**config.mk**
```make
export PLATFORM = sky130hd
export DESIGN_NAME = dtd_cfg_regs
export DESIGN_NICKNAME = d
export VERILOG_FILES = /design/src/core/dtd_pkg.sv /design/src/core/dtd_cfg_regs.sv /design/src/core/dtd_err_counter.sv /design/src/core/dtd_sample_mux.sv
export VERILOG_INCLUDE_DIRS = /design/src /design/src/core
export SDC_FILE = /design/constraint.sdc
export NUM_CORES = 1
export LEC_CHECK = 0
export BUFFER_PORTS_ARGS = -buffer_cell sky130_fd_sc_hd__buf_2
export CAP_MARGIN = 20
export CORE_UTILIZATION = 60
export DETAILED_ROUTE_END_ITERATION = 7
export PLACE_DENSITY = 0.92
export SLEW_MARGIN = 20
export SYNTH_ARGS = -nofsm -noshare
export SYNTH_HDL_FRONTEND = slang
export SYNTH_SLANG_ARGS = --single-unit
```
**constraint.sdc**
```tcl
create_clock -name i_clk_sys -period 4.17 [get_ports i_clk_sys]
set_input_delay 0.2085 -clock i_clk_sys [delete_from_list [all_inputs] [get_ports i_clk_sys]]
set_output_delay 0.2085 -clock i_clk_sys [all_outputs]
set_load 0.02 [all_outputs]
```
**src/core/dtd_consts.svh**
```systemverilog
`ifndef DTD_CONSTS_SVH
`define DTD_CONSTS_SVH
// Behaviour
// [RULE_01] Real error count readable, 8 bits, resets zero
// [RULE_02] Imaginary error count readable, 8 bits, resets zero
// [RULE_03] Constant test enable substitutes 16-bit constant word
// [RULE_04] Bit 2 selects top segment shuffling
// [RULE_05] Bit 1 selects middle segment shuffling
// [RULE_06] Bit 0 selects double-rate segment shuffling
// [RULE_07] Zone code 00 first, 01 second zone
// [RULE_08] Drive field: slew low bits, strength high
// [RULE_09] Master power-down resets set, powers receiver off
// [RULE_10] Per-lane power-down mask, clear at reset
// [RULE_11] Mask bit n controls lane n
// [RULE_12] Recovery reset bit holds lane logic, resets set
// [RULE_13] Half-rate enable above 6 Gbps, defaults set
// [RULE_14] Division 00 above 3G, 01 to 3G
// [RULE_15] Division 10 for 750M to 1.5G
// [RULE_16] Counter-clear bit clears both error counters
// [RULE_17] Reserved bits read reset value, read-only ignore writes
// [RULE_18] Counters count when enabled, saturate at max

// ----------------------------------------
// Register offsets
// ----------------------------------------
`define DTD_ADDR_CHK_CTRL 10'h14b
`define DTD_ADDR_ERR_REAL 10'h14c
`define DTD_ADDR_ERR_IMAG 10'h14d
`define DTD_ADDR_CONST_HI 10'h14e
`define DTD_ADDR_CONST_LO 10'h14f
`define DTD_ADDR_DIGITAL_TEST_CTRL 10'h150
`define DTD_ADDR_SHUFFLE 10'h151
`define DTD_ADDR_ZONE 10'h152
`define DTD_ADDR_DRIVE 10'h1df
`define DTD_ADDR_RX_ANALOG_MASTER_POWERDOWN 10'h200
`define DTD_ADDR_LANE_PD 10'h201
`define DTD_ADDR_MISC_PD 10'h203
`define DTD_ADDR_CDR_RST 10'h206
`define DTD_ADDR_CDR_RATE 10'h230

// ----------------------------------------
// Reset values
// ----------------------------------------
`define DTD_RST_CHK_CTRL 8'h10
`define DTD_RST_DRIVE 4'hf
`define DTD_RST_RX_ANALOG_MASTER_POWERDOWN 1'b1
`define DTD_RST_CDR_RST 1'b1
`define DTD_RST_CDR_RATE 8'h28
`define DTD_RST_SHUFFLE 8'h00

// ----------------------------------------
// Field positions
// ----------------------------------------
`define DTD_BIT_CHK_EN 0
`define DTD_BIT_CHK_CLR 1
`define DTD_BIT_CONST_EN 1
`define DTD_BIT_SHUF_MSB 2
`define DTD_BIT_SHUF_MID 1
`define DTD_BIT_SHUF_DDR 0
`define DTD_BIT_HALF_RATE 5
`define DTD_BIT_SYNC_OFF 1
`define DTD_CHK_CTRL_WMASK 8'h1f
`define DTD_CDR_RATE_WMASK 8'hff
`define DTD_MISC_PD_WMASK 8'h03
`define DTD_DIGITAL_TEST_CTRL_WMASK 8'h03

`endif

```
**src/core/dtd_pkg.sv**
```systemverilog
package dtd_pkg;
  typedef enum logic [1:0] {
    DTD_ZONE_FIRST = 2'h0,
    DTD_ZONE_SECOND = 2'h1,
    DTD_ZONE_RSVD2 = 2'h2,
    DTD_ZONE_RSVD3 = 2'h3
  } dtd_zone_t;
  typedef enum logic [1:0] {
    DTD_DIV_1 = 2'h0,
    DTD_DIV_2 = 2'h1,
    DTD_DIV_4 = 2'h2,
    DTD_DIV_RSVD = 2'h3
  } dtd_div_t;
endpackage : dtd_pkg

```
**src/core/dtd_cfg_regs.sv**
```systemverilog
`timescale 1ns/100ps
`include "dtd_consts.svh"
module dtd_cfg_regs
  import dtd_pkg::*;
#(
  parameter int LANES = 8,
  parameter int SAMPLE_W = 16,
  parameter int ERR_W = 8
) (
  input wire logic i_clk_sys,
  input wire logic i_reset_n,
  input wire logic i_wr_en,
  input wire logic i_rd_en,
  input wire logic [9:0] i_addr,
  input wire logic [7:0] i_wdata,
  output logic [7:0] o_rdata,
  output logic o_rvalid,
  input wire logic i_err_real,
  input wire logic i_err_imag,
  input wire logic [SAMPLE_W-1:0] i_sample,
  output logic [SAMPLE_W-1:0] o_sample,
  output logic o_checker_enable,
  output logic o_checker_poly_long,
  output logic o_checker_inv_real,
  output logic o_checker_inv_imag,
  output logic o_shuffle_msb,
  output logic o_middle_segment_shuffle,
  output logic o_shuffle_ddr,
  output dtd_zone_t o_zone,
  output logic [1:0] o_port_slew,
  output logic [1:0] o_port_strength,
  output logic o_rx_analog_master_off,
  output logic [LANES-1:0] o_rx_lane_off,
  output logic o_sync_request_buffer_off,
  output logic o_clock_recovery_logic_reset,
  output logic o_half_rate_recovery_enable,
  output dtd_div_t o_division_rate
);
  if (LANES != 8) begin : g_lanes_chk
    $error("dtd_cfg_regs: LANES must be 8");
  end
  if (SAMPLE_W != 16) begin : g_sample_w_chk
    $error("dtd_cfg_regs: SAMPLE_W must be 16");
  end
  if (ERR_W != 8) begin : g_err_w_chk
    $error("dtd_cfg_regs: ERR_W must be 8");
  end

  // ----------------------------------------
  // Register state
  // ----------------------------------------
  logic [7:0] chk_ctrl_reg;
  logic [7:0] const_hi_reg;
  logic [7:0] const_lo_reg;
  logic [7:0] digital_test_ctrl_reg;
  logic [7:0] shuffle_reg;
  logic [1:0] zone_reg;
  logic [3:0] drive_reg;
  logic rx_analog_master_powerdown_reg;
  logic [7:0] lane_pd_reg;
  logic [7:0] misc_pd_reg;
  logic cdr_rst_reg;
  logic [7:0] cdr_rate_reg;
  logic [ERR_W-1:0] cnt_real;
  logic [ERR_W-1:0] cnt_imag;

  function automatic logic hit(input logic [9:0] addr, input logic [9:0] ref_addr);
    hit = i_wr_en && (addr == ref_addr);
  endfunction : hit

  // ----------------------------------------
  // Checker control
  // ----------------------------------------
  always_ff @(posedge i_clk_sys) begin
    if (!i_reset_n) begin
      chk_ctrl_reg <= `DTD_RST_CHK_CTRL;
    end else if (hit(i_addr, `DTD_ADDR_CHK_CTRL)) begin
      chk_ctrl_reg <= i_wdata & `DTD_CHK_CTRL_WMASK; // RULE_17
    end
  end

  dtd_err_counter #(
    .WIDTH(ERR_W)
  ) u_cnt_real (
    .i_clk_sys(i_clk_sys),
    .i_reset_n(i_reset_n),
    .i_enable(chk_ctrl_reg[`DTD_BIT_CHK_EN]),
    .i_clear(chk_ctrl_reg[`DTD_BIT_CHK_CLR]),
    .i_error(i_err_real),
    .o_count(cnt_real)
  ); // RULE_01

  dtd_err_counter #(
    .WIDTH(ERR_W)
  ) u_cnt_imag (
    .i_clk_sys(i_clk_sys),
    .i_reset_n(i_reset_n),
    .i_enable(chk_ctrl_reg[`DTD_BIT_CHK_EN]),
    .i_clear(chk_ctrl_reg[`DTD_BIT_CHK_CLR]),
    .i_error(i_err_imag),
    .o_count(cnt_imag)
  ); // RULE_02

  always_ff @(posedge i_clk_sys) begin
    if (!i_reset_n) begin
      o_checker_enable <= 1'b0;
      o_checker_poly_long <= 1'b0;
      o_checker_inv_real <= 1'b0;
      o_checker_inv_imag <= 1'b1;
    end else begin
      o_checker_enable <= chk_ctrl_reg[`DTD_BIT_CHK_EN];
      o_checker_poly_long <= chk_ctrl_reg[2];
      o_checker_inv_real <= chk_ctrl_reg[3];
      o_checker_inv_imag <= chk_ctrl_reg[4];
    end
  end

  // ----------------------------------------
  // Constant test source
  // ----------------------------------------
  always_ff @(posedge i_clk_sys) begin
    if (!i_reset_n) begin
      const_hi_reg <= 8'h00;
      const_lo_reg <= 8'h00;
      digital_test_ctrl_reg <= 8'h00;
    end else begin
      if (hit(i_addr, `DTD_ADDR_CONST_HI)) begin
        const_hi_reg <= i_wdata;
      end
      if (hit(i_addr, `DTD_ADDR_CONST_LO)) begin
        const_lo_reg <= i_wdata;
      end
      if (hit(i_addr, `DTD_ADDR_DIGITAL_TEST_CTRL)) begin
        digital_test_ctrl_reg <= i_wdata & `DTD_DIGITAL_TEST_CTRL_WMASK; // RULE_17
      end
    end
  end

  dtd_sample_mux #(
    .WIDTH(SAMPLE_W)
  ) u_mux (
    .i_clk_sys(i_clk_sys),
    .i_reset_n(i_reset_n),
    .i_const_en(digital_test_ctrl_reg[`DTD_BIT_CONST_EN]),
    .i_const_word({const_hi_reg, const_lo_reg}),
    .i_sample(i_sample),
    .o_sample(o_sample)
  ); // RULE_03

  // ----------------------------------------
  // Decode control
  // ----------------------------------------
  always_ff @(posedge i_clk_sys) begin
    if (!i_reset_n) begin
      shuffle_reg <= `DTD_RST_SHUFFLE;
      zone_reg <= 2'h0;
    end else begin
      if (hit(i_addr, `DTD_ADDR_SHUFFLE)) begin
        shuffle_reg <= i_wdata;
      end
      if (hit(i_addr, `DTD_ADDR_ZONE)) begin
        zone_reg <= i_wdata[1:0]; // RULE_07
      end
    end
  end

  always_ff @(posedge i_clk_sys) begin
    if (!i_reset_n) begin
      o_shuffle_msb <= 1'b0;
      o_middle_segment_shuffle <= 1'b0;
      o_shuffle_ddr <= 1'b0;
      o_zone <= DTD_ZONE_FIRST;
    end else begin
      o_shuffle_msb <= shuffle_reg[`DTD_BIT_SHUF_MSB]; // RULE_04
      o_middle_segment_shuffle <= shuffle_reg[`DTD_BIT_SHUF_MID]; // RULE_05
      o_shuffle_ddr <= shuffle_reg[`DTD_BIT_SHUF_DDR]; // RULE_06
      o_zone <= dtd_zone_t'(zone_reg); // RULE_07
    end
  end

  // ----------------------------------------
  // Port drive and power-down
  // ----------------------------------------
  always_ff @(posedge i_clk_sys) begin
    if (!i_reset_n) begin
      drive_reg <= `DTD_RST_DRIVE;
      rx_analog_master_powerdown_reg <= `DTD_RST_RX_ANALOG_MASTER_POWERDOWN;
      lane_pd_reg <= 8'h00;
      misc_pd_reg <= 8'h00;
    end else begin
      if (hit(i_addr, `DTD_ADDR_DRIVE)) begin
        drive_reg <= i_wdata[3:0]; // RULE_08
      end
      if (hit(i_addr, `DTD_ADDR_RX_ANALOG_MASTER_POWERDOWN)) begin
        rx_analog_master_powerdown_reg <= i_wdata[0]; // RULE_09
      end
      if (hit(i_addr, `DTD_ADDR_LANE_PD)) begin
        lane_pd_reg <= i_wdata; // RULE_10
      end
      if (hit(i_addr, `DTD_ADDR_MISC_PD)) begin
        misc_pd_reg <= i_wdata & `DTD_MISC_PD_WMASK;
      end
    end
  end

  always_ff @(posedge i_clk_sys) begin
    if (!i_reset_n) begin
      o_port_slew <= 2'h3;
      o_port_strength <= 2'h3;
      o_rx_analog_master_off <= 1'b1;
      o_rx_lane_off <= '0;
      o_sync_request_buffer_off <= 1'b0;
    end else begin
      o_port_slew <= drive_reg[1:0]; // RULE_08
      o_port_strength <= drive_reg[3:2]; // RULE_08
      o_rx_analog_master_off <= rx_analog_master_powerdown_reg; // RULE_09
      for (int n = 0; n < LANES; n++) begin
        o_rx_lane_off[n] <= lane_pd_reg[n] | rx_analog_master_powerdown_reg; // RULE_11
      end
      o_sync_request_buffer_off <= misc_pd_reg[`DTD_BIT_SYNC_OFF];
    end
  end

  // ----------------------------------------
  // Clock recovery
  // ----------------------------------------
  always_ff @(posedge i_clk_sys) begin
    if (!i_reset_n) begin
      cdr_rst_reg <= `DTD_RST_CDR_RST;
      cdr_rate_reg <= `DTD_RST_CDR_RATE;
    end else begin
      if (hit(i_addr, `DTD_ADDR_CDR_RST)) begin
        cdr_rst_reg <= i_wdata[0]; // RULE_12
      end
      if (hit(i_addr, `DTD_ADDR_CDR_RATE)) begin
        cdr_rate_reg <= i_wdata & `DTD_CDR_RATE_WMASK; // RULE_13
      end
    end
  end

  always_ff @(posedge i_clk_sys) begin
    if (!i_reset_n) begin
      o_clock_recovery_logic_reset <= 1'b1;
      o_half_rate_recovery_enable <= 1'b1;
      o_division_rate <= DTD_DIV_1;
    end else begin
      o_clock_recovery_logic_reset <= cdr_rst_reg; // RULE_12
      o_half_rate_recovery_enable <= cdr_rate_reg[`DTD_BIT_HALF_RATE]; // RULE_13
      o_division_rate <= dtd_div_t'(cdr_rate_reg[2:1]); // RULE_14 RULE_15
    end
  end

  // ----------------------------------------
  // Read back
  // ----------------------------------------
  always_ff @(posedge i_clk_sys) begin
    if (!i_reset_n) begin
      o_rdata <= 8'h00;
      o_rvalid <= 1'b0;
    end else begin
      o_rvalid <= i_rd_en;
      if (i_rd_en) begin
        case (i_addr)
          `DTD_ADDR_CHK_CTRL: o_rdata <= chk_ctrl_reg;
          `DTD_ADDR_ERR_REAL: o_rdata <= cnt_real; // RULE_01
          `DTD_ADDR_ERR_IMAG: o_rdata <= cnt_imag; // RULE_02
          `DTD_ADDR_CONST_HI: o_rdata <= const_hi_reg;
          `DTD_ADDR_CONST_LO: o_rdata <= const_lo_reg;
          `DTD_ADDR_DIGITAL_TEST_CTRL: o_rdata <= digital_test_ctrl_reg; // RULE_17
          `DTD_ADDR_SHUFFLE: o_rdata <= shuffle_reg;
          `DTD_ADDR_ZONE: o_rdata <= {6'h00, zone_reg};
          `DTD_ADDR_DRIVE: o_rdata <= {4'h0, drive_reg};
          `DTD_ADDR_RX_ANALOG_MASTER_POWERDOWN: o_rdata <= {7'h00, rx_analog_master_powerdown_reg};
          `DTD_ADDR_LANE_PD: o_rdata <= lane_pd_reg;
          `DTD_ADDR_MISC_PD: o_rdata <= misc_pd_reg;
          `DTD_ADDR_CDR_RST: o_rdata <= {7'h00, cdr_rst_reg};
          `DTD_ADDR_CDR_RATE: o_rdata <= cdr_rate_reg;
          default: o_rdata <= 8'h00;
        endcase
      end
    end
  end
endmodule : dtd_cfg_regs

```
**src/core/dtd_err_counter.sv**
```systemverilog
`timescale 1ns/100ps
module dtd_err_counter #(
  parameter int WIDTH = 8
) (
  input wire logic i_clk_sys,
  input wire logic i_reset_n,
  input wire logic i_enable,
  input wire logic i_clear,
  input wire logic i_error,
  output logic [WIDTH-1:0] o_count
);
  if (WIDTH < 1) begin : g_width_chk
    $error("dtd_err_counter: WIDTH must be at least 1");
  end

  logic [WIDTH-1:0] count_reg;

  always_ff @(posedge i_clk_sys) begin
    if (!i_reset_n) begin
      count_reg <= '0; // RULE_01
    end else if (i_clear) begin
      count_reg <= '0; // RULE_16
    end else if (i_enable && i_error && (count_reg != {WIDTH{1'b1}})) begin
      count_reg <= count_reg + {{(WIDTH-1){1'b0}}, 1'b1}; // RULE_18
    end
  end

  assign o_count = count_reg;
endmodule : dtd_err_counter

```
**src/core/dtd_sample_mux.sv**
```systemverilog
`timescale 1ns/100ps
module dtd_sample_mux #(
  parameter int WIDTH = 16
) (
  input wire logic i_clk_sys,
  input wire logic i_reset_n,
  input wire logic i_const_en,
  input wire logic [WIDTH-1:0] i_const_word,
  input wire logic [WIDTH-1:0] i_sample,
  output logic [WIDTH-1:0] o_sample
);
  if (WIDTH < 2) begin : g_width_chk
    $error("dtd_sample_mux: WIDTH must be at least 2");
  end

  always_ff @(posedge i_clk_sys) begin
    if (!i_reset_n) begin
      o_sample <= '0;
    end else begin
      o_sample <= i_const_en ? i_const_word : i_sample; // RULE_03
    end
  end
endmodule : dtd_sample_mux

```
Word level (Yosys, flattened, before mapping). Cells that the tools add are included.

Flip-flop bits (word level): 125. Word-level logic and storage cells: 79. Input port bits: 40.

Reductions and logical operators: 17. Equal/unequal tests: 16. Add/sub/neg operators: 2. Bitwise gates (word level): 9. Mux-type cells: 2.

Operator list (number): 8-bit one-hot mux with 14 select lines (1); 10-bit by 9-bit equality test with 1-bit output, second input constant (9); 10-bit equality test, second input constant (5); 8-bit by 1-bit adder with 8-bit output, second input constant (2); 1-bit logical AND (16); 16-bit two-way mux (1); 8-bit inequality test, second input constant (2); 1-bit bitwise OR (8); 2-bit OR reduction (1); 1-bit inverter (1).

Longest topological paths before layout. Gate-level depths: netlist of the first run.

Depth after elaboration: 2. Mapped depth: 8. Gate-level depth less buffers: 6.

Hierarchy. A second synthesis of the first run with hierarchy kept.

Cell total of the unflattened synthesis: 574. Area, all modules: 5654.2 um^2.

By module, submodules not included: dtd_cfg_regs (times used 1, seq. area each 1861.8 um^2, cells an instance 429, area an instance 4102.7 um^2); dtd_err_counter (times used 2, seq. area each 160.2 um^2, cells an instance 47, area an instance 467.9 um^2); dtd_sample_mux (times used 1, seq. area each 320.3 um^2, cells an instance 51, area an instance 615.6 um^2).

Worst setup path after synthesis of the first run. No wires, ideal clock.

Path type: input -> register. Start point: input port i_addr[0]. End point: register o_rdata[1]. Arrival: 1.522 ns. Library setup time: 0.137 ns. Required time: 4.033 ns. Stages: 7. Setup slack: 2.511 ns. Cells stage by stage: buf_2 -> nor2b_1 -> buf_2 -> and4_1 -> a211o_1 -> o31ai_4 -> a22oi_1.

Word-level cells in the longest chain between the ends: 2. Elaborated cells between the ends (all ways): 15.

RTL lines: from (decl) (RTL line dtd_cfg_regs.sv:14) `input wire logic [9:0] i_addr,`; 10-bit equality test / 10-bit by 9-bit equality test with 1-bit output (equally long branches) (RTL line dtd_cfg_regs.sv:263) `case (i_addr)`; 8-bit one-hot mux with 14 select lines * (RTL line dtd_cfg_regs.sv:263); to (signal assigned) (RTL line dtd_cfg_regs.sv:264) `` `DTD_ADDR_CHK_CTRL: o_rdata <= chk_ctrl_reg; ``; to (signal assigned) (RTL line dtd_cfg_regs.sv:265) `` `DTD_ADDR_ERR_REAL: o_rdata <= cnt_real; ``; to (signal assigned) (RTL line dtd_cfg_regs.sv:266) `` `DTD_ADDR_ERR_IMAG: o_rdata <= cnt_imag; ``; to (decl) (RTL line dtd_cfg_regs.sv:16) `output logic [7:0] o_rdata,`.

Every way passes the cells marked *; elsewhere a longest branch is shown, timed or not. A chain may end at the register's enable or synchronous reset.

Worst setup path after layout of the first run.
Start point: register u_cnt_imag.count_reg[0], in the netlist u_cnt_imag.o_count[0]. End point: register u_cnt_imag.count_reg[6], in the netlist u_cnt_imag.o_count[6].

Word-level cells in the longest chain between the ends: 2. Elaborated cells between the ends (all ways): 3.

RTL lines: from (decl) (RTL line dtd_err_counter.sv:16) `logic [WIDTH-1:0] count_reg;`; from (signal assigned) (RTL line dtd_err_counter.sv:24) `count_reg <= count_reg + {{(WIDTH-1){1'b0}}, 1'b1};`; parallel branches: the longest is 2 deep, another holds 8-bit by 1-bit adder with 8-bit output.

Several ways; the timed one is not identified.

==> results of run 1 <==
-- per-stage QoR --
stage / util / instance area, um^2 / hold slack, ns / setup slack, ns / power, W
floorplan: - / 5370 / 0.334 / 2.51 / 0.00132
global placement: 0.670 / 5820 / 0.444 / 1.92 / 0.00137
detailed placement: 0.670 / 5820 / 0.447 / 1.84 / 0.00138
CTS: 0.757 / 6570 / 0.00233 / 2.31 / 0.00283
global route: 0.757 / 6570 / 0.00860 / 2.11 / 0.00290
finish: 0.757 / 6570 / 0.0124 / 2.29 / 0.00284
-- how the worst min path moves through the flow --
stage / from / end / slack [ns] / depth (start not counted)
final: i_wdata[5] / const_lo_reg[5]$_SDFFE_PN0P_ / 0.01 / 3
after global routing: i_wdata[5] / const_lo_reg[5]$_SDFFE_PN0P_ / 0.009 / 3
after CTS: i_wdata[5] / const_lo_reg[5]$_SDFFE_PN0P_ / 0.002 / 3
after global placement: cdr_rate_reg[6]$_SDFFE_PN0P_ / cdr_rate_reg[6]$_SDFFE_PN0P_ / 0.44 / 2
after detailed placement: cdr_rate_reg[7]$_SDFFE_PN0P_ / cdr_rate_reg[7]$_SDFFE_PN0P_ / 0.45 / 2
after floorplan: i_wdata[4] / chk_ctrl_reg[4]$_SDFFE_PN1P_ / 0.33 / 2
-- power by group through the flow --
| stage | clock network [W] | logic (W) | registers (W) |
|---|---|---|---|
| after global routing | 0.00152 | 0.000167 | 0.00121 |
| after CTS | 0.00146 | 0.000154 | 0.00121 |
| after global placement | 0 | 0.000137 | 0.00124 |
| final | 0.00147 | 0.000160 | 0.00121 |
| after floorplan | 0 | 0.0000669 | 0.00125 |
| after detailed placement | 0 | 0.000140 | 0.00124 |
-- critical path: cells and delay by family (launching register included) --
kind	cells	cell delay [ns]
AOI/OAI and AO/OA	1	0.57
xor gates and xnor gates	1	0.19
DFF	1	0.41
and+or+nand+nor	3	0.30
adders and majority gates	1	0.27
-- routing by layer --
layer | vias up | part of all wire | global-route usage
met4 | 0 | 0.039 | 0.153
li1 | 2189 | - | -
met5 | - | 0 | 0
met2 | 329 | 0.46 | 0.562
met3 | 69 | 0.11 | 0.105
met1 | 2273 | 0.40 | 0.466
-- cell families after synthesis --
family / count (synthesis) / share of synthesized area
multiplexers: 48 / 0.0997
AO/OA/AOI/OAI: 91 / 0.130
buffers and inverters: 42 / 0.0329
XOR/XNOR: 12 / 0.0196
flip-flops: 125 / 0.466
adder cells (fa/ha/maj): 2 / 0.00466
AND/OR/NAND/NOR: 247 / 0.247
-- placed cells by master (no fill, tap or decap), types with 5 or more instances in the layout --
cell	n
dfxtp_1	125
buf_2	91
nand2_1	67
nand3_1	56
mux2i_1	40
nor2b_1	37
a21boi_1	30
nor2_1	22
dlygate4sd3_1	17
and2_1	16
clkbuf_16	16
o21a_1	9
and3_1	9
a21oi_1	9
nand2b_1	9
nand4_1	8
nor3_1	6
o21ai_0	6
xnor2_1	6
xor2_1	6
a222oi_1	5
a22oi_1	5
o2bb2ai_1	5
a22o_1	5
clkinvlp_4	5
-- area by class of cell --
class,count,area [um^2],share of cell area
multi-input combinational,400,2690,0.410
sequential,125,2500,0.381
timing repair buffer,111,648,0.0987
clock buffer,21,439,0.0669
clock inverter,11,143,0.0217
tap,108,135,0.0206
inverter,3,11.3,0.00171
-- timing repair --
| action | 4_1_cts | 5_1_grt |
|---|---|---|
| resized for setup | 0 | 0 |
| hold buffers | 17 | 0 |
| hold endpoints to repair | 18 | 0 |
==> impl_metrics.ini, run 1 <==
[run_status]
status = finished, violations left
violations = DRC

[yosys]
yosysWarnings = 0
synth_top_area_share = 0.466
synthCells = 567
ys.flop_type = dfxtp_1
ys_ff_latch = 125
synth.most_common_cell = dfxtp_1
syn_nets = 609
synth_commonest_cells = 125 x dfxtp_1, 67 x nand2_1, 56 x nand3_1
ys_async_sr_fraction = 0
avgSynthCellArea_um2 = 9.47
ys_seq_area_frac = 0.466
yosys-top-cells-area = dfxtp_1 47%, mux2i_1 7.5%, nand3_1 5.2%, nand2_1 4.7%, nor2b_1 4.3%
synth_area_leader_cell = dfxtp_1
syn-cell-area_um2 = 5370
synth_edf_count = 0
synth_cell_types = 51

[critical_path]
critical-path-max-stage-delay_ns = 0.57
cp-end-kind = flip-flop
ff2ff_setup_slack_ns = 2.29
startpoint = u_cnt_imag.o_count[0]$_SDFFE_PP0P_
rr_worst_depth = 6
critPathMaxFanout = 10
cp_cell_sequence = ha_1 -> nand3_1 -> o211ai_1 -> nor3_1 -> xnor2_1 -> nor2_1
r2r-start = u_cnt_imag.o_count[0]$_SDFFE_PP0P_
crit_path_start_kind = flip-flop
endpoint = u_cnt_imag.o_count[6]$_SDFFE_PP0P_
cp.required_ns = 4.56
arrival_ns = 2.27
critPathKind = reg2reg
timing.rr.end = u_cnt_imag.o_count[6]$_SDFFE_PP0P_
cp_slowest_cell = o211ai_1

[detailed_routing]
wl_per_cell_um = 20.3
dr.pass1.iters = 8
via_per_inst = 6.24
remaining_drc_errors = 24
vias = 4860
drt-initial-drc-count = 649
wirelength_mm = 15.8
postRouteAntennaNets = 0

[timing]
rsz0062_at_grt = no
max_clock_freq_ghz = 0.533
finClkSkew_ns = 0.00763
setup_viol = 0
drv_slew = 0
min_period_ns = 1.88
timing.final.crit_share = 0.450
setup_tns_ns = 0
hold_viol = 0
worst_slew_pin_slew_ns = 1.08
maxSlewHeadroom = 0.279

[layout]
syn_to_final_growth_pct = 22.3
fillers = 590
nets = 700
largest_reg_flops = 16
n_antenna_cell = 0
largest_register = u_mux.o_sample
layout-drive-gt1-share = 0.210
fin_cells = 779

[floorplan]
boundaryPins = 92
die_w_um = 96.6
fp-row-count = 34
core-area_um2 = 8680
die_area_um2 = 9330
die-height_um = 96.6
initial_utilization = 0.619

[power_and_ir_drop]
p_int_w = 0.00219
p_per_area_nw_per_um2 = 433
vdd_drop_max_mv = 0.287
p_clk_frac = 0.517
p_leak_nw = 2.61
combPwrFrac = 0.056
switchingPower_w = 0.000652
p_seq_frac = 0.426
p_sw_frac = 0.230

[placed_design]
dp_hpwl_mm = 10.2
dp_cells = 730
port_buffers = 91
place.gp.congestion = 0.975

[global_route]
track_usage = 0.361
grt_pass1_wl_mm = 24.5
grt_pass1_vias = 4578
grt_overflow_total = 0
antenna_found_initial = 0
grt_max_degree = 72

[clock_network]
clock_sinks = 125
clk_path_buf_depth = 2
clkLatencyLatePin_ns = 0.54
cts_buffers = 17
cts.clk_slew.worst_paths_ns = 0.06
cts_tree = done
root_buffer = clkbuf_8
htreeDepth = 4
post_cts_buffers = 0

[hold_path]
hold_path.class = in2reg

[flow_run]
max_cap_violations = 0
Power figures use the tool's default switching activity.
==> run 2: changes to the inputs <==
ABC_AREA = 1   (was unset)
CORE_UTILIZATION = 56   (was 60)
PLACE_DENSITY = 0.86   (was 0.92)
clock period = 1.95 ns   (was 4.17 ns; I/O delays follow)
==> run 2 against run 1 <==
  * The flow now finishes without violations
  * Register-to-register slack worse by 2.1 ns
  * Synthesized cell count up 27%
  * Utilization down 2.5 points
  * Wire length down 1.6%
  * Critical path type unchanged
  * Critical endpoint is now u_cnt_real.o_count[0]$_SDFFE_PP0P_
  * Largest cell class is now sequential cells
==> impl_metrics.ini, run 2 <==
[timing]
maxSlewHeadroom = 0.504
worst_slew_pin_slew_ns = 0.744
max_clock_freq_ghz = 0.575
rsz0062_at_grt = no
hold_viol = 0
setup_viol = 0
finClkSkew_ns = 0.00743
min_period_ns = 1.74
drv_slew = 0
whs_ns = 0.0518
setup_tns_ns = 0
timing.final.crit_share = 0.892

[global_route]
grt_pass1_wl_mm = 25.5
busiest_layer = met2
grt_max_degree = 84
use_met3 = 0.0742
antenna_found_initial = 0
grt_overflow_total = 0
grt_use_met1 = 0.401
grtUsageMet2 = 0.570
track_usage = 0.329
grt_pass1_vias = 5233

[yosys]
yosysWarnings = 0
ys_seq_area_frac = 0.457
synth.most_common_cell = nand2_1
synth_area_leader_cell = dfxtp_1
synthCells = 720
yosys-top-cells-area = dfxtp_1 46%, nand2_1 8.9%, nor2_1 6.4%, a21oi_1 5.8%, o21ai_0 5.8%
ys_async_sr_fraction = 0
avgSynthCellArea_um2 = 7.60
synth_edf_count = 0
syn_nets = 762
synth_cell_types = 43
ys_ff_latch = 125
synth_top_area_share = 0.457
synth_commonest_cells = 130 x nand2_1, 125 x dfxtp_1, 94 x nor2_1
ys.flop_type = dfxtp_1
syn-cell-area_um2 = 5470

[floorplan]
die-height_um = 101
fp-row-count = 35
core-area_um2 = 9370
die_area_um2 = 10200
die_w_um = 101
initial_utilization = 0.584
boundaryPins = 92

[detailed_routing]
postRouteAntennaNets = 0
wirelength_mm = 15.6
vias = 5332
wl_per_cell_um = 15.9
remaining_drc_errors = 0
via_per_inst = 5.44
drt-initial-drc-count = 368
dr.pass1.iters = 5

[clock_network]
clock_sinks = 125
cts.clk_slew.worst_paths_ns = 0.06
clkLatencyLatePin_ns = 0.52
cts_tree = done
cts_resized = 0
clk_path_buf_depth = 2
cts_buffers = 17
htreeDepth = 4
root_buffer = clkbuf_8

[placed_design]
placed_area_um2 = 6000
dp_hpwl_mm = 10.8
place.gp.congestion = 0.986
port_buffers = 91

[layout]
nets = 881
final_area_um2 = 6860
seq_area_um2 = 2500
fillers = 762
largest_reg_flops = 16
layout-drive-gt1-share = 0.212
largest_register = u_mux.o_sample
final_common_cell = nand2_1
multi_input_area_um2 = 2500
syn_to_final_growth_pct = 25.3
n_antenna_cell = 0
mostFrequentLayoutCells = 130 x nand2_1, 125 x dfxtp_1, 94 x nor2_1

[critical_path]
critPathMaxFanout = 7
cp.required_ns = 2.35
critPathKind = reg2reg
cp-end-kind = flip-flop
crit_path_start_kind = flip-flop
rr_worst_depth = 6
arrival_ns = 2.14

[hold_path]
hold_path.class = in2reg
hold_depth = 4

[power_and_ir_drop]
p_per_area_nw_per_um2 = 892
p_leak_nw = 3.15
vdd_drop_max_mv = 0.600

[flow_run]
max_cap_violations = 0

[run_status]
status = finished clean
run 2: cell types whose count changed after synthesis, sizes merged, moves of 31 or more:
cell    delta
nand2     +71
nor2b     -37
o21ai     +79
mux2i     -40
a21boi    -31
a21oi     +60
nor2      +91
inv       +84
run 2: per-layer routing:
layer,part of all wire,wire length [um]
met1,0.41,6430
met2,0.49,7620
met4,0.022,335
met5,0,0
met3,0.076,1180
run 2: worst paths after layout:
kind / start / end / slack [ns]
setup / recovery: u_cnt_real.o_count[0]$_SDFFE_PP0P_ / u_cnt_real.o_count[0]$_SDFFE_PP0P_ / 0.21
hold / removal: i_addr[3] / cdr_rst_reg$_SDFFE_PN1P_ / 0.05
setup reg to reg: u_cnt_real.o_count[0]$_SDFFE_PP0P_ / u_cnt_real.o_count[0]$_SDFFE_PP0P_ / 0.21
hold reg to reg: shuffle_reg[1]$_SDFFE_PN0P_ / o_middle_segment_shuffle$_SDFF_PN0_ / 0.44
run 2: repair_timing:
action                                 in CTS  in global routing
buffers inserted                            0                  0
endpoints found under the hold margin      68                  0
hold buffers                               27                  0
run 2: kinds of logic after synthesis:
| family | Yosys count | share of synthesized area |
|---|---|---|
| xor gates and xnor gates | 6 | 0.00960 |
| DFF | 125 | 0.457 |
| AOI/OAI and AO/OA | 170 | 0.171 |
| and+or+nand+nor | 304 | 0.272 |
| adders and majority gates | 2 | 0.00457 |
| buffers and inverters | 113 | 0.0866 |
run 2: layout make-up:
cell class,count,area share
flip-flops and latches,125,0.365
multi-input cells,482,0.364
inverters,89,0.0492
repair buffers,124,0.112
well taps,129,0.0235
clock inverters,14,0.0253
clock buffers,18,0.0609
run 2: through the flow:
stage          power (W)  setup WS (ns)  utilization  std cells
6_report         0.00612          0.211        0.732        981
5_1_grt          0.00628         0.0116        0.732        981
4_1_cts          0.00612          0.216        0.732        981
3_5_place_dp     0.00296          0.255        0.640        922
3_3_place_gp     0.00295          0.340        0.640        922
2_1_floorplan    0.00283          0.503            -        720
run 2: critical path, cell delays in order, from the launching register on:
cell and delay, ns:
dfxtp_1 0.44, ha_1 0.25, nand4_1 0.17, o211ai_2 0.32
inv_1 0.16, o21ai_0 0.21, a21oi_1 0.06
run 2: power breakdown:
part           leakage [nW]  internal, W  switching, W
sequential             1.01      0.00258    0.00000800
combinational          1.84     0.000125      0.000239
clock                 0.289      0.00188       0.00129
total                  3.15      0.00458       0.00154
==> run 3: changes to the inputs <==
SYNTH_HIERARCHICAL = 1   (was unset)
==> run 3 against run 2 <==
  * Sequential share of layout area fell by 0.24 points
  * Maximum frequency increased by 8.8%
  * Combinational power barely moved
  * Critical endpoint is now lane_pd_reg[3]$_SDFFE_PN0P_
==> impl_metrics.ini, run 3 <==
[yosys]
ys_seq_area_frac = 0.450
yosysWarnings = 6
synth_top_family_by_area = simple AND/OR/NAND/NOR gates
synthSimpleGateAreaFrac = 0.302
synthXorXnorAreaFrac = 0
yosys-top-cells-area = dfxtp_1 45%, nand2_1 12%, inv_1 7.0%, nor2_1 6.6%, a21oi_1 6.2%
synth_top_area_share = 0.450
synth-compound-area-share = 0.140
ys_async_sr_fraction = 0
synth_edf_count = 0
synth_cell_types = 31
ys_ff_latch = 125
synth_commonest_cells = 171 x nand2_1, 125 x dfxtp_1, 103 x inv_1
synth_mux_area_frac = 0
avgSynthCellArea_um2 = 7.16
syn_nets = 818
synth_area_leader_cell = dfxtp_1
synthAdderAreaFrac = 0.00450
ys.flop_type = dfxtp_1
syn-cell-area_um2 = 5560
synthCells = 776
synth.most_common_cell = nand2_1

[layout]
n_antenna_cell = 0
largest_register = u_mux/o_sample
final_common_cell = nand2_1
nets = 937
syn_to_final_growth_pct = 24.3
layout-drive-gt1-share = 0.191
mostFrequentLayoutCells = 171 x nand2_1, 125 x dfxtp_1, 103 x inv_1
largest_reg_flops = 16

[timing]
min_period_ns = 1.60
setup_viol = 0
worst_slew_pin_slew_ns = 0.710
setup_tns_ns = 0
finClkSkew_ns = 0.00821
hold_viol = 0
timing.final.crit_share = 0.819
rsz0062_at_grt = no
drv_slew = 0
maxSlewHeadroom = 0.526
max_clock_freq_ghz = 0.626

[critical_path]
crit_path_start_kind = primary input
arrival_ns = 2.02
cp.required_ns = 2.37
critPathKind = in2reg
critPathMaxFanout = 16
cp-end-kind = flip-flop

[detailed_routing]
dr.pass1.iters = 6
wirelength_mm = 16.2
remaining_drc_errors = 0
postRouteAntennaNets = 0
drt-initial-drc-count = 646
vias = 5727
wl_per_cell_um = 15.6
via_per_inst = 5.52

[clock_network]
post_cts_buffers = 0
clock_sinks = 125
cts.clk_slew.worst_paths_ns = 0.07
cts_tree = done
clkLatencyLatePin_ns = 0.54
cts_buffers = 17
clk_path_buf_depth = 2
htreeDepth = 4
root_buffer = clkbuf_8

[global_route]
track_usage = 0.326
grt_overflow_total = 0
grt_max_degree = 40
grt_pass1_vias = 5362
antenna_found_initial = 0
grt_pass1_wl_mm = 25.6

[hold_path]
hold_path.class = in2reg

[run_status]
status = finished clean

[floorplan]
die_w_um = 102
fp-row-count = 35
die_area_um2 = 10300
core-area_um2 = 9420
die-height_um = 102
initial_utilization = 0.590
boundaryPins = 92

[power_and_ir_drop]
finalPower_w = 0.00602
p_leak_nw = 3.12
vdd_drop_max_mv = 0.913
p_per_area_nw_per_um2 = 872

[placed_design]
place.gp.congestion = 0.979
port_buffers = 91
dp_hpwl_mm = 10.5

[flow_run]
max_cap_violations = 0
[run 3: layout make-up]
cell class	instances	area, um^2
Inverter	109	410
Timing Repair Buffer	125	781
Multi-Input combinational cell	517	2480
Clock inverter	15	153
Sequential cell	125	2500
Clock buffer	17	414
Fill cell	683	2510
Tap cell	129	161
[run 3: stage by stage]
step / hold WS, ns / instances / util / area (um^2) / setup WS, ns
floorplan: 0.227 / 776 / - / 5560 / 0.729
global placement: 0.314 / 977 / 0.643 / 6050 / 0.210
detailed placement: 0.323 / 977 / 0.643 / 6050 / 0.208
CTS: 0.0617 / 1037 / 0.733 / 6900 / 0.257
global route: 0.0968 / 1037 / 0.734 / 6910 / 0.198
finish: 0.0591 / 1037 / 0.734 / 6910 / 0.352
[run 3: worst paths after layout]
kind,from,to,slack [ns],cells past startpoint
worst max register to register,u_cnt_real/o_count[0]$_SDFFE_PP0P_,u_cnt_real/o_count[0]$_SDFFE_PP0P_,0.42,7
worst min-delay path,i_addr[2],cdr_rst_reg$_SDFFE_PN1P_,0.06,5
worst min register to register,shuffle_reg[2]$_SDFFE_PN0P_,o_shuffle_msb$_SDFF_PN0_,0.44,2
worst max-delay path,i_addr[6],lane_pd_reg[3]$_SDFFE_PN0P_,0.35,8
[run 3: kinds of logic after synthesis]
logic type               count (synthesis)
AND/OR/NAND/NOR                        369
flip-flops                             125
AO/OA/AOI/OAI                          146
adder cells (fa/ha/maj)                  2
buffers and inverters                  134
[run 3: layer usage]
layer  share of wire  vias to the layer above  track usage
met5               0                        -            0
li1                -                     2717            -
met3            0.11                       99       0.0828
met2            0.46                      365        0.515
met1            0.39                     2546        0.394
met4           0.049                        0        0.213
[run 3: repair_timing]
action,4_1_cts,5_1_grt
hold buffers,28,0
hold endpoints to repair,62,0
gates resized for setup,0,1
endpoints found under the setup margin,0,1
[run 3: where the power goes]
part	internal (W)	switching, W	leakage [nW]	total [W]
sequential	0.00258	0.00000639	1.01	0.00259
combinational	0.000126	0.000234	1.83	0.000361
clock	0.00174	0.00133	0.267	0.00307
[run 3: worst max-delay path: stages]
cell and delay (ns):
buf_2 0.12, nor2_1 0.20, nand2_1 0.12, nor2_1 0.31
nand3_2 0.31, o21ai_0 0.24, dlygate4sd3_1 0.57, a21oi_1 0.04
